==> config.mk <==
export PLATFORM = sky130hd
export DESIGN_NAME = ftm_fan_monitor
export DESIGN_NICKNAME = d
export VERILOG_FILES = /design/src/logic/ftm_pkg.sv /design/src/logic/ftm_fan_monitor.sv
export SDC_FILE = /design/constraint.sdc
export NUM_CORES = 1
export LEC_CHECK = 0
export ABC_AREA = 1
export ABC_CLOCK_PERIOD_IN_PS = 1900
export BUFFER_PORTS_ARGS = -buffer_cell sky130_fd_sc_hd__buf_2
export CAP_MARGIN = 20
export CORE_UTILIZATION = 50
export CTS_CLUSTER_DIAMETER = 200
export DETAILED_ROUTE_END_ITERATION = 16
export PLACE_DENSITY = 0.77
export SLEW_MARGIN = 20
export SYNTH_ARGS = -nofsm -noshare
export SYNTH_HDL_FRONTEND = slang
export SYNTH_SLANG_ARGS = --single-unit
export TNS_END_PERCENT = 30
==> constraint.sdc <==
create_clock -name clk -period 1.9 [get_ports clk]
set_input_delay 0.38 -clock clk [delete_from_list [all_inputs] [get_ports clk]]
set_output_delay 0.38 -clock clk [all_outputs]
set_load 0.1 [all_outputs]
==> src/logic/ftm_pkg.sv <==
`default_nettype none

package ftm_pkg;

  // clock and time base
  localparam int unsigned CLK_HZ = 40_000_000;
  localparam int unsigned TIMEBASE_HZ = 20_000;
  localparam int unsigned TIMEBASE_CYCLES = CLK_HZ / TIMEBASE_HZ;
  // least stable time before a tach level is believed; rounds up
  localparam int unsigned FILTER_TIME_NS = 2000;
  localparam int unsigned FILTER_CYCLES = (FILTER_TIME_NS * (CLK_HZ / 1_000_000) + 999) / 1000;
  localparam int unsigned PULSES_PER_REV = 2;

  // register map
  localparam logic [7:0] ADDR_CTRL = 8'h38;
  localparam logic [7:0] ADDR_LIMIT = 8'h39;
  localparam logic [7:0] ADDR_COUNT = 8'h3A;
  localparam logic [7:0] ADDR_STATUS = 8'h3C;
  localparam logic [7:0] ADDR_MASK = 8'h3D;
  localparam logic [7:0] ADDR_BYPASS = 8'h3E;
  localparam logic [7:0] ADDR_SOURCE = 8'h3F;

  // reset values and codes
  localparam logic [7:0] CTRL_RESET = 8'h00;
  localparam logic [7:0] LIMIT_RESET = 8'h00;
  localparam logic [7:0] COUNT_ZERO = 8'h00;
  localparam logic [7:0] COUNT_MAX = 8'hFF;
  localparam logic [7:0] SOURCE_NONE = 8'h00;
  localparam logic [7:0] SOURCE_CODE = ADDR_CTRL;
  localparam logic [1:0] STAT_RESET = 2'h0;
  localparam logic [1:0] MASK_RESET = 2'h0;
  localparam logic [1:0] BYPASS_RESET = 2'h0;

  // field positions
  localparam int unsigned STAT_OVF_BIT = 0;
  localparam int unsigned STAT_UPD_BIT = 1;
  localparam int unsigned BYPASS_LO_BIT = 5;
  localparam int unsigned BYPASS_HI_BIT = 6;

  typedef struct packed {
    logic en;
    logic ien;
    logic [3:0] rsv;
    logic [1:0] div;
  } ftm_ctrl_type;

  typedef struct packed {
    logic [7:0] addr;
    logic [7:0] wdata;
    logic we;
    logic re;
  } ftm_bus_req_type;

  typedef enum logic [1:0] {
    FTM_IDLE,
    FTM_ARM,
    FTM_MEASURE
  } ftm_state_type;

  // divisor decode
  function automatic logic [3:0] ftm_divisor(input logic [1:0] sel);
    logic [3:0] d;
    d = 4'h1;
    unique case (sel)
      2'h0: d = 4'h1;
      2'h1: d = 4'h2;
      2'h2: d = 4'h4;
      2'h3: d = 4'h8;
    endcase
    return d;
  endfunction

endpackage

`default_nettype wire

==> src/logic/ftm_fan_monitor.sv <==
`default_nettype none

module ftm_fan_monitor #(
  parameter int unsigned TB_CYCLES = ftm_pkg::TIMEBASE_CYCLES,
  parameter int unsigned FILT_CYCLES = ftm_pkg::FILTER_CYCLES
) (
  input wire logic clk,
  input wire logic rst,
  input wire ftm_pkg::ftm_bus_req_type bus_req,
  output logic [7:0] reg_rdata,
  input wire logic tach_level,
  output logic tach_drive,
  output logic tach_drive_en,
  input wire logic gpio_drive,
  input wire logic gpio_drive_en,
  input wire logic bypass_drive,
  output logic irq_n
);

  localparam int unsigned TB_W = (TB_CYCLES > 1) ? $clog2(TB_CYCLES) : 1;
  localparam int unsigned FL_W = (FILT_CYCLES > 1) ? $clog2(FILT_CYCLES + 1) : 1;
  localparam logic [TB_W-1:0] TB_LAST = TB_W'(TB_CYCLES - 1);
  localparam logic [FL_W-1:0] FL_LAST = FL_W'(FILT_CYCLES);

  // register state
  ftm_pkg::ftm_ctrl_type ctrl_q;
  logic [7:0] limit_q;
  logic [7:0] count_q;
  logic [7:0] count_d;
  logic [1:0] stat_q;
  logic [1:0] stat_d;
  logic [1:0] mask_q;
  logic [1:0] bypass_q;
  logic [7:0] source_q;
  logic [7:0] source_d;
  logic [7:0] rdata_q;
  logic irq_n_q;
  logic drive_q;
  logic drive_en_q;

  // measurement state
  ftm_pkg::ftm_state_type state_q;
  ftm_pkg::ftm_state_type state_d;
  logic [TB_W-1:0] tb_cnt_q;
  logic [3:0] pre_cnt_q;
  logic [7:0] meas_q;
  logic [7:0] meas_d;
  logic half_q;
  logic filt_q;
  logic filt_prev_q;
  logic [FL_W-1:0] flt_cnt_q;

  // bus decode
  wire wr_ctrl = bus_req.we && (bus_req.addr == ftm_pkg::ADDR_CTRL);
  wire wr_limit = bus_req.we && (bus_req.addr == ftm_pkg::ADDR_LIMIT);
  wire wr_stat = bus_req.we && (bus_req.addr == ftm_pkg::ADDR_STATUS);
  wire wr_mask = bus_req.we && (bus_req.addr == ftm_pkg::ADDR_MASK);
  wire wr_bypass = bus_req.we && (bus_req.addr == ftm_pkg::ADDR_BYPASS);
  wire [1:0] stat_clr = wr_stat ? bus_req.wdata[1:0] : 2'h0;

  // write data seen as control fields; reserved bits are dropped
  ftm_pkg::ftm_ctrl_type wr_ctrl_val;
  assign wr_ctrl_val = bus_req.wdata;

  // enable gates interrupt enable and time base (not bypass) so stale interrupt and divisor settings stay inert
  wire mon_en = ctrl_q.en;
  wire irq_en = ctrl_q.en && ctrl_q.ien;
  wire [3:0] div_val = ftm_pkg::ftm_divisor(ctrl_q.div);
  wire bypass_on = |bypass_q;

  // time base: one enable pulse every TB_CYCLES clocks gives 20 kHz
  wire tb_tick = mon_en && (tb_cnt_q == TB_LAST);

  // prescaler applies the divisor ahead of the counter
  wire pre_last = (pre_cnt_q == (div_val - 4'h1));
  wire cnt_tick = tb_tick && pre_last;

  // filtered tach edges; two rising edges make one revolution
  wire tach_rise = filt_q && !filt_prev_q;
  wire measuring = (state_q == ftm_pkg::FTM_MEASURE);
  wire rev_end = measuring && tach_rise && half_q;
  wire meas_sat = (meas_q == ftm_pkg::COUNT_MAX);

  // overflow: live counter at or above the limit, only with interrupts enabled
  wire frozen = irq_en && stat_q[ftm_pkg::STAT_OVF_BIT];
  wire ovf_event = irq_en && measuring && (meas_q >= limit_q) && !stat_q[ftm_pkg::STAT_OVF_BIT];
  wire upd_event = rev_end && !frozen;
  wire ovf_cleared = stat_clr[ftm_pkg::STAT_OVF_BIT] && stat_q[ftm_pkg::STAT_OVF_BIT] && !ovf_event;
  wire restart = irq_en && ovf_cleared;

  // sticky status: a new event wins over a clear in the same cycle
  assign stat_d = (stat_q & ~stat_clr) | {upd_event, ovf_event};

  // interrupt source follows the overflow flag
  assign source_d = ovf_event ? ftm_pkg::SOURCE_CODE :
                    ovf_cleared ? ftm_pkg::SOURCE_NONE : source_q;

  // next measurement count: restart per revolution, saturate when the fan stalls
  always_comb begin
    meas_d = meas_q;
    if (!measuring || rev_end || restart) begin
      meas_d = ftm_pkg::COUNT_ZERO;
    end else if (cnt_tick && !meas_sat) begin
      meas_d = meas_q + 8'h01;
    end
  end

  // published count: held while frozen, refreshed each revolution otherwise
  always_comb begin
    count_d = count_q;
    if (!mon_en || restart) begin
      count_d = ftm_pkg::COUNT_ZERO;
    end else if (frozen) begin
      count_d = count_q;
    end else if (rev_end) begin
      count_d = meas_q;
    end else if (measuring && meas_sat) begin
      count_d = ftm_pkg::COUNT_MAX;
    end
  end

  // sequencing: the first edge only arms, so a partial revolution is never published
  always_comb begin
    state_d = state_q;
    unique case (state_q)
      ftm_pkg::FTM_IDLE: begin
        if (mon_en) begin
          state_d = ftm_pkg::FTM_ARM;
        end
      end
      ftm_pkg::FTM_ARM: begin
        if (tach_rise) begin
          state_d = ftm_pkg::FTM_MEASURE;
        end
      end
      ftm_pkg::FTM_MEASURE: begin
        if (restart) begin
          state_d = ftm_pkg::FTM_ARM;
        end
      end
    endcase
    if (!mon_en) begin
      state_d = ftm_pkg::FTM_IDLE;
    end
  end

  // read mux; unmapped addresses read zero
  wire [7:0] ctrl_rd = {ctrl_q.en, ctrl_q.ien, 4'h0, ctrl_q.div};
  wire [7:0] bypass_rd = {1'b0, bypass_q, 5'h00};
  wire [7:0] rd_mux = (bus_req.addr == ftm_pkg::ADDR_CTRL) ? ctrl_rd :
                      (bus_req.addr == ftm_pkg::ADDR_LIMIT) ? limit_q :
                      (bus_req.addr == ftm_pkg::ADDR_COUNT) ? count_q :
                      (bus_req.addr == ftm_pkg::ADDR_STATUS) ? {6'h00, stat_q} :
                      (bus_req.addr == ftm_pkg::ADDR_MASK) ? {6'h00, mask_q} :
                      (bus_req.addr == ftm_pkg::ADDR_BYPASS) ? bypass_rd :
                      (bus_req.addr == ftm_pkg::ADDR_SOURCE) ? source_q : 8'h00;

  // pin: bypass outranks monitoring, monitoring outranks the general purpose setup
  wire pin_drive_en_d = bypass_on ? 1'b1 :
                        mon_en ? 1'b0 : gpio_drive_en;
  wire pin_drive_d = bypass_on ? bypass_drive : (mon_en ? 1'b0 : gpio_drive);

  // software registers
  always_ff @(posedge clk) begin
    if (rst) begin
      ctrl_q <= ftm_pkg::CTRL_RESET;
      limit_q <= ftm_pkg::LIMIT_RESET;
      mask_q <= ftm_pkg::MASK_RESET;
      bypass_q <= ftm_pkg::BYPASS_RESET;
    end else begin
      if (wr_ctrl) begin
        ctrl_q <= {wr_ctrl_val.en, wr_ctrl_val.ien, 4'h0, wr_ctrl_val.div};
      end
      if (wr_limit) begin
        limit_q <= bus_req.wdata;
      end
      if (wr_mask) begin
        mask_q <= bus_req.wdata[1:0];
      end
      if (wr_bypass) begin
        bypass_q <= bus_req.wdata[ftm_pkg::BYPASS_HI_BIT:ftm_pkg::BYPASS_LO_BIT];
      end
    end
  end

  // read data stands only in the cycle after the strobe
  always_ff @(posedge clk) begin
    if (rst) begin
      rdata_q <= 8'h00;
    end else begin
      rdata_q <= bus_req.re ? rd_mux : 8'h00;
    end
  end

  // tach filter: a level must hold FILT_CYCLES + 1 clocks before it is taken
  always_ff @(posedge clk) begin
    if (rst) begin
      filt_q <= 1'b0;
      filt_prev_q <= 1'b0;
      flt_cnt_q <= '0;
    end else begin
      filt_prev_q <= filt_q;
      if (!mon_en || tach_level == filt_q) begin
        flt_cnt_q <= '0;
      end else if (flt_cnt_q == FL_LAST) begin
        filt_q <= tach_level;
        flt_cnt_q <= '0;
      end else begin
        flt_cnt_q <= flt_cnt_q + FL_W'(1);
      end
    end
  end

  // time base and prescaler; both realign at each revolution edge
  always_ff @(posedge clk) begin
    if (rst) begin
      tb_cnt_q <= '0;
      pre_cnt_q <= 4'h0;
    end else if (!mon_en || rev_end || restart) begin
      tb_cnt_q <= '0;
      pre_cnt_q <= 4'h0;
    end else begin
      tb_cnt_q <= tb_tick ? '0 : tb_cnt_q + TB_W'(1);
      if (tb_tick) begin
        pre_cnt_q <= pre_last ? 4'h0 : pre_cnt_q + 4'h1;
      end
    end
  end

  // pulse pairing and measurement counter
  always_ff @(posedge clk) begin
    if (rst) begin
      state_q <= ftm_pkg::FTM_IDLE;
      half_q <= 1'b0;
      meas_q <= ftm_pkg::COUNT_ZERO;
    end else begin
      state_q <= state_d;
      meas_q <= meas_d;
      if (state_d != ftm_pkg::FTM_MEASURE) begin
        half_q <= 1'b0;
      end else if (measuring && tach_rise) begin
        half_q <= !half_q;
      end
    end
  end

  // published count, status, source
  always_ff @(posedge clk) begin
    if (rst) begin
      count_q <= ftm_pkg::COUNT_ZERO;
      stat_q <= ftm_pkg::STAT_RESET;
      source_q <= ftm_pkg::SOURCE_NONE;
    end else begin
      count_q <= count_d;
      stat_q <= stat_d;
      source_q <= source_d;
    end
  end

  // outputs: interrupt lags status by one clock so it comes from a flop
  always_ff @(posedge clk) begin
    if (rst) begin
      irq_n_q <= 1'b1;
      drive_q <= 1'b0;
      drive_en_q <= 1'b0;
    end else begin
      irq_n_q <= !(|(stat_q & mask_q));
      drive_q <= pin_drive_d;
      drive_en_q <= pin_drive_en_d;
    end
  end

  assign reg_rdata = rdata_q;
  assign irq_n = irq_n_q;
  assign tach_drive = drive_q;
  assign tach_drive_en = drive_en_q;

endmodule // ftm_fan_monitor

`default_nettype wire

==> results.cfg <==
[run_status]
outcome = finished, final reports clean

[critical_path]
cp-end-kind = flip-flop
reg2reg_slack_ps = 260
cp_cell_sequence = ha_1 -> nand3_1 -> nor2_4 -> nand3_4 -> o21ai_4 -> o22ai_1 -> nor2_1
worstSetupPathType = flip-flop to flip-flop
crit_arrival_ps = 1930
r2r_end = count_q[2]
cp_slowest_cell = dfxtp_1
reg2reg_depth = 7
start_kind = flip-flop
slowest_delay_ps = 420
crit_fanout = 10
cp_data_required_time_ps = 2180
worstReg2RegStart = meas_q[1]

[synthesis]
yosys.area.top_type_share_pct = 41.7
yosysSeqAreaShare_pct = 41.7
synth.distinct_cells = 35
synth-edff-count = 0
synth_cells = 462
ys.flop_type = dfxtp_1
synthArstFlopShare_pct = 0
synth_nets = 501
ys_warn_count = 0
syn_area_sq_um = 3500
avgSynthCellArea_sq_um = 7.58
synth_common_cells = 79 x nand2_1, 73 x dfxtp_1, 56 x nor2_1, 55 x inv_1, 36 x a21oi_1
synthTopCellsByArea = dfxtp_1 42%, nand2_1 8.5%, nor2_1 6.0%, inv_1 5.9%, ha_1 5.4%
synth_area_leader_cell = dfxtp_1
synth_seq_cells = 73
post-synth-top-count-cell = nand2_1

[timing]
fin_setup_tns_ps = 0
fin_hold_ws_ps = 279
tightest_slew_ps = 486
layout_min_cycle_time_ps = 1640
final.setup_skew_ps = 5.41
slew_viol_final = 0
setup_violations = 0
maxSlewHeadroom_pct = 67.8
finalCritPeriodShare_pct = 86.5
fmax_mhz = 608
finalHoldViolCount = 0
setup_ws_ps = 256
rsz0062_at_grt = no

[route]
drt_iter0_markers = 155
drtAntennaViolNets = 0
detail_route.wl_per_cell_microns = 12.1
drc = 0
via_count = 3098
vias_per_cell = 5.10
wl_mm = 7.35
first_pass_iters = 4

[pwr]
p_clk_share_pct = 43.9
p_leak_nw = 1.57
p_seq_share_pct = 52.7
p_comb_share_pct = 3.4
peakVddDrop_uv = 397
p_switching_mw = 0.625
p_sw_share_pct = 21.5
internal_power_mw = 2.28
finalPower_mw = 2.91
power_density_nw_per_um2 = 723

[floorplan]
ios = 35
die_h_microns = 85.7
fp.dieW_microns = 85.7
rows = 30
initial_core_util_pct = 51.5
core_area_sq_um = 6790
die_area_sq_um = 7340

[grt]
overflow = 0
grt_pass1_wl_mm = 12.9
grt_antenna_before_repair = 0
grt_usage_pct = 22.3
grt_pass1_vias = 2900
grt_max_degree = 17

[worst_hold_path]
hold-path-cell-count = 3
whs_endpoint = tach_drive_en
hold_path.startpoint = gpio_drive_en
hp-class = primary input to flip-flop

[clocking]
post_cts_buffers = 0
cts.clk_slew.worst_paths_ps = 80
cts-root-buf = clkbuf_8
ctsResizeCount = 0
insertion_delay_ps = 340
htreeDepth = 3
ctsHoldBuffers = 0
clkSinkCount = 73
clock_path_buffers = 2
numCtsBuffers = 9
cts_tree = done

[placed_design]
globalplace.congestion = 0.973
dpl.hpwl_mm = 5.57
portBuffers = 34
placedInstanceArea_sq_um = 3800
pre_cts_ws_ps = 232
dp_cells = 592

[layout]
fin_nets = 546
fillCellCount = 607
design_area_sq_um = 4020
fin_util_pct = 59.2
antenna_cells = 0
final_layout_size_suffix_gt1_share_pct = 14.6
area_delta_synth_final_pct = 14.8
final_cells = 608

[run]
maxCapViolations = 0
==> registers in the layout (all words and copies together), names as in the netlist <==
name and flops:
source_q 1, irq_n 1, tb_cnt_q 11, state_q 2, filt_q 1, tach_drive_en 1
mon_en 1, tach_drive 1, limit_q 8, meas_q 8, filt_prev_q 1, pre_cnt_q 4
ctrl_q 3, flt_cnt_q 7, mask_q 2, half_q 1, count_q 8, reg_rdata 8
bypass_q 2, stat_q 2
==> kinds of logic after synthesis <==
logic type               count (synthesis)  share of synthesized area, %
buffers and inverters                   63                          7.04
adder cells (fa/ha/maj)                 15                          5.36
AO/OA/AOI/OAI                           86                          13.8
flip-flops                              73                          41.7
AND/OR/NAND/NOR                        205                          27.1
XOR/XNOR                                20                          5.00
==> worst max-delay path: cells and delay by family, from the launching register on <==
kind                     cells  cell delay, ps
AO/OA/AOI/OAI                2             360
adder cells (fa/ha/maj)      1             260
flip-flops                   1             420
AND/OR/NAND/NOR              4             550
==> layer usage <==
metal / vias to the layer above / GRT usage [%] / routed length, microns / part of all wire (%)
met2: 73 / 37.5 / 3480 / 47
met1: 1380 / 26.9 / 3390 / 46
met4: 0 / 10.0 / 191 / 2.6
li1: 1626 / - / - / -
met5: - / 0 / 0 / 0
met3: 19 / 5.49 / 296 / 4.0
==> power groups by stage <==
stage | combinational, mW | sequential, mW | clock (mW)
floorplan | 0.0345 | 1.59 | 0
global placement | 0.0961 | 1.57 | 0
detailed placement | 0.0974 | 1.57 | 0
CTS | 0.0979 | 1.53 | 1.31
global route | 0.108 | 1.53 | 1.37
finish | 0.0987 | 1.53 | 1.28
==> how the worst max path moves through the flow <==
stage                         to        start  cells after the start
floorplan              meas_q[6]  tb_cnt_q[0]                      8
global placement    reg_rdata[0]  bus_req[15]                     10
detailed placement   tb_cnt_q[7]  bus_req[17]                      9
CTS                    meas_q[5]  tb_cnt_q[0]                      8
global route        pre_cnt_q[2]  tb_cnt_q[0]                      8
finish                count_q[2]    meas_q[1]                      7
==> cell usage in the layout (no fill, tap or decap), types with 2 or more instances in the layout <==
| cell type | n |
|---|---|
| a211oi_1 | 4 |
| a21oi_1 | 36 |
| a31oi_1 | 5 |
| buf_2 | 34 |
| buf_4 | 6 |
| clkbuf_8 | 12 |
| dfxtp_1 | 73 |
| ha_1 | 15 |
| inv_1 | 55 |
| inv_2 | 2 |
| nand2_1 | 79 |
| nand2_2 | 4 |
| nand3_1 | 34 |
| nand4_1 | 8 |
| nand4_2 | 3 |
| nor2_1 | 56 |
| nor2_2 | 4 |
| nor2_4 | 3 |
| nor3_1 | 8 |
| nor4_1 | 2 |
| o21ai_0 | 27 |
| o22ai_1 | 8 |
| xnor2_1 | 6 |
| xor2_1 | 14 |
==> area by class of cell <==
type                       count  area (sq um)  share of cell area [%]
multi-input combinational    326          1790                    44.6
sequential                    73          1460                    36.4
timing repair buffer          40           215                    5.35
inverter                      57           214                    5.32
clock buffer                  13           169                    4.20
tap                           96           120                    2.99
clock inverter                 3          46.3                    1.15
Note: power is estimated with default switching activity, not from simulation.
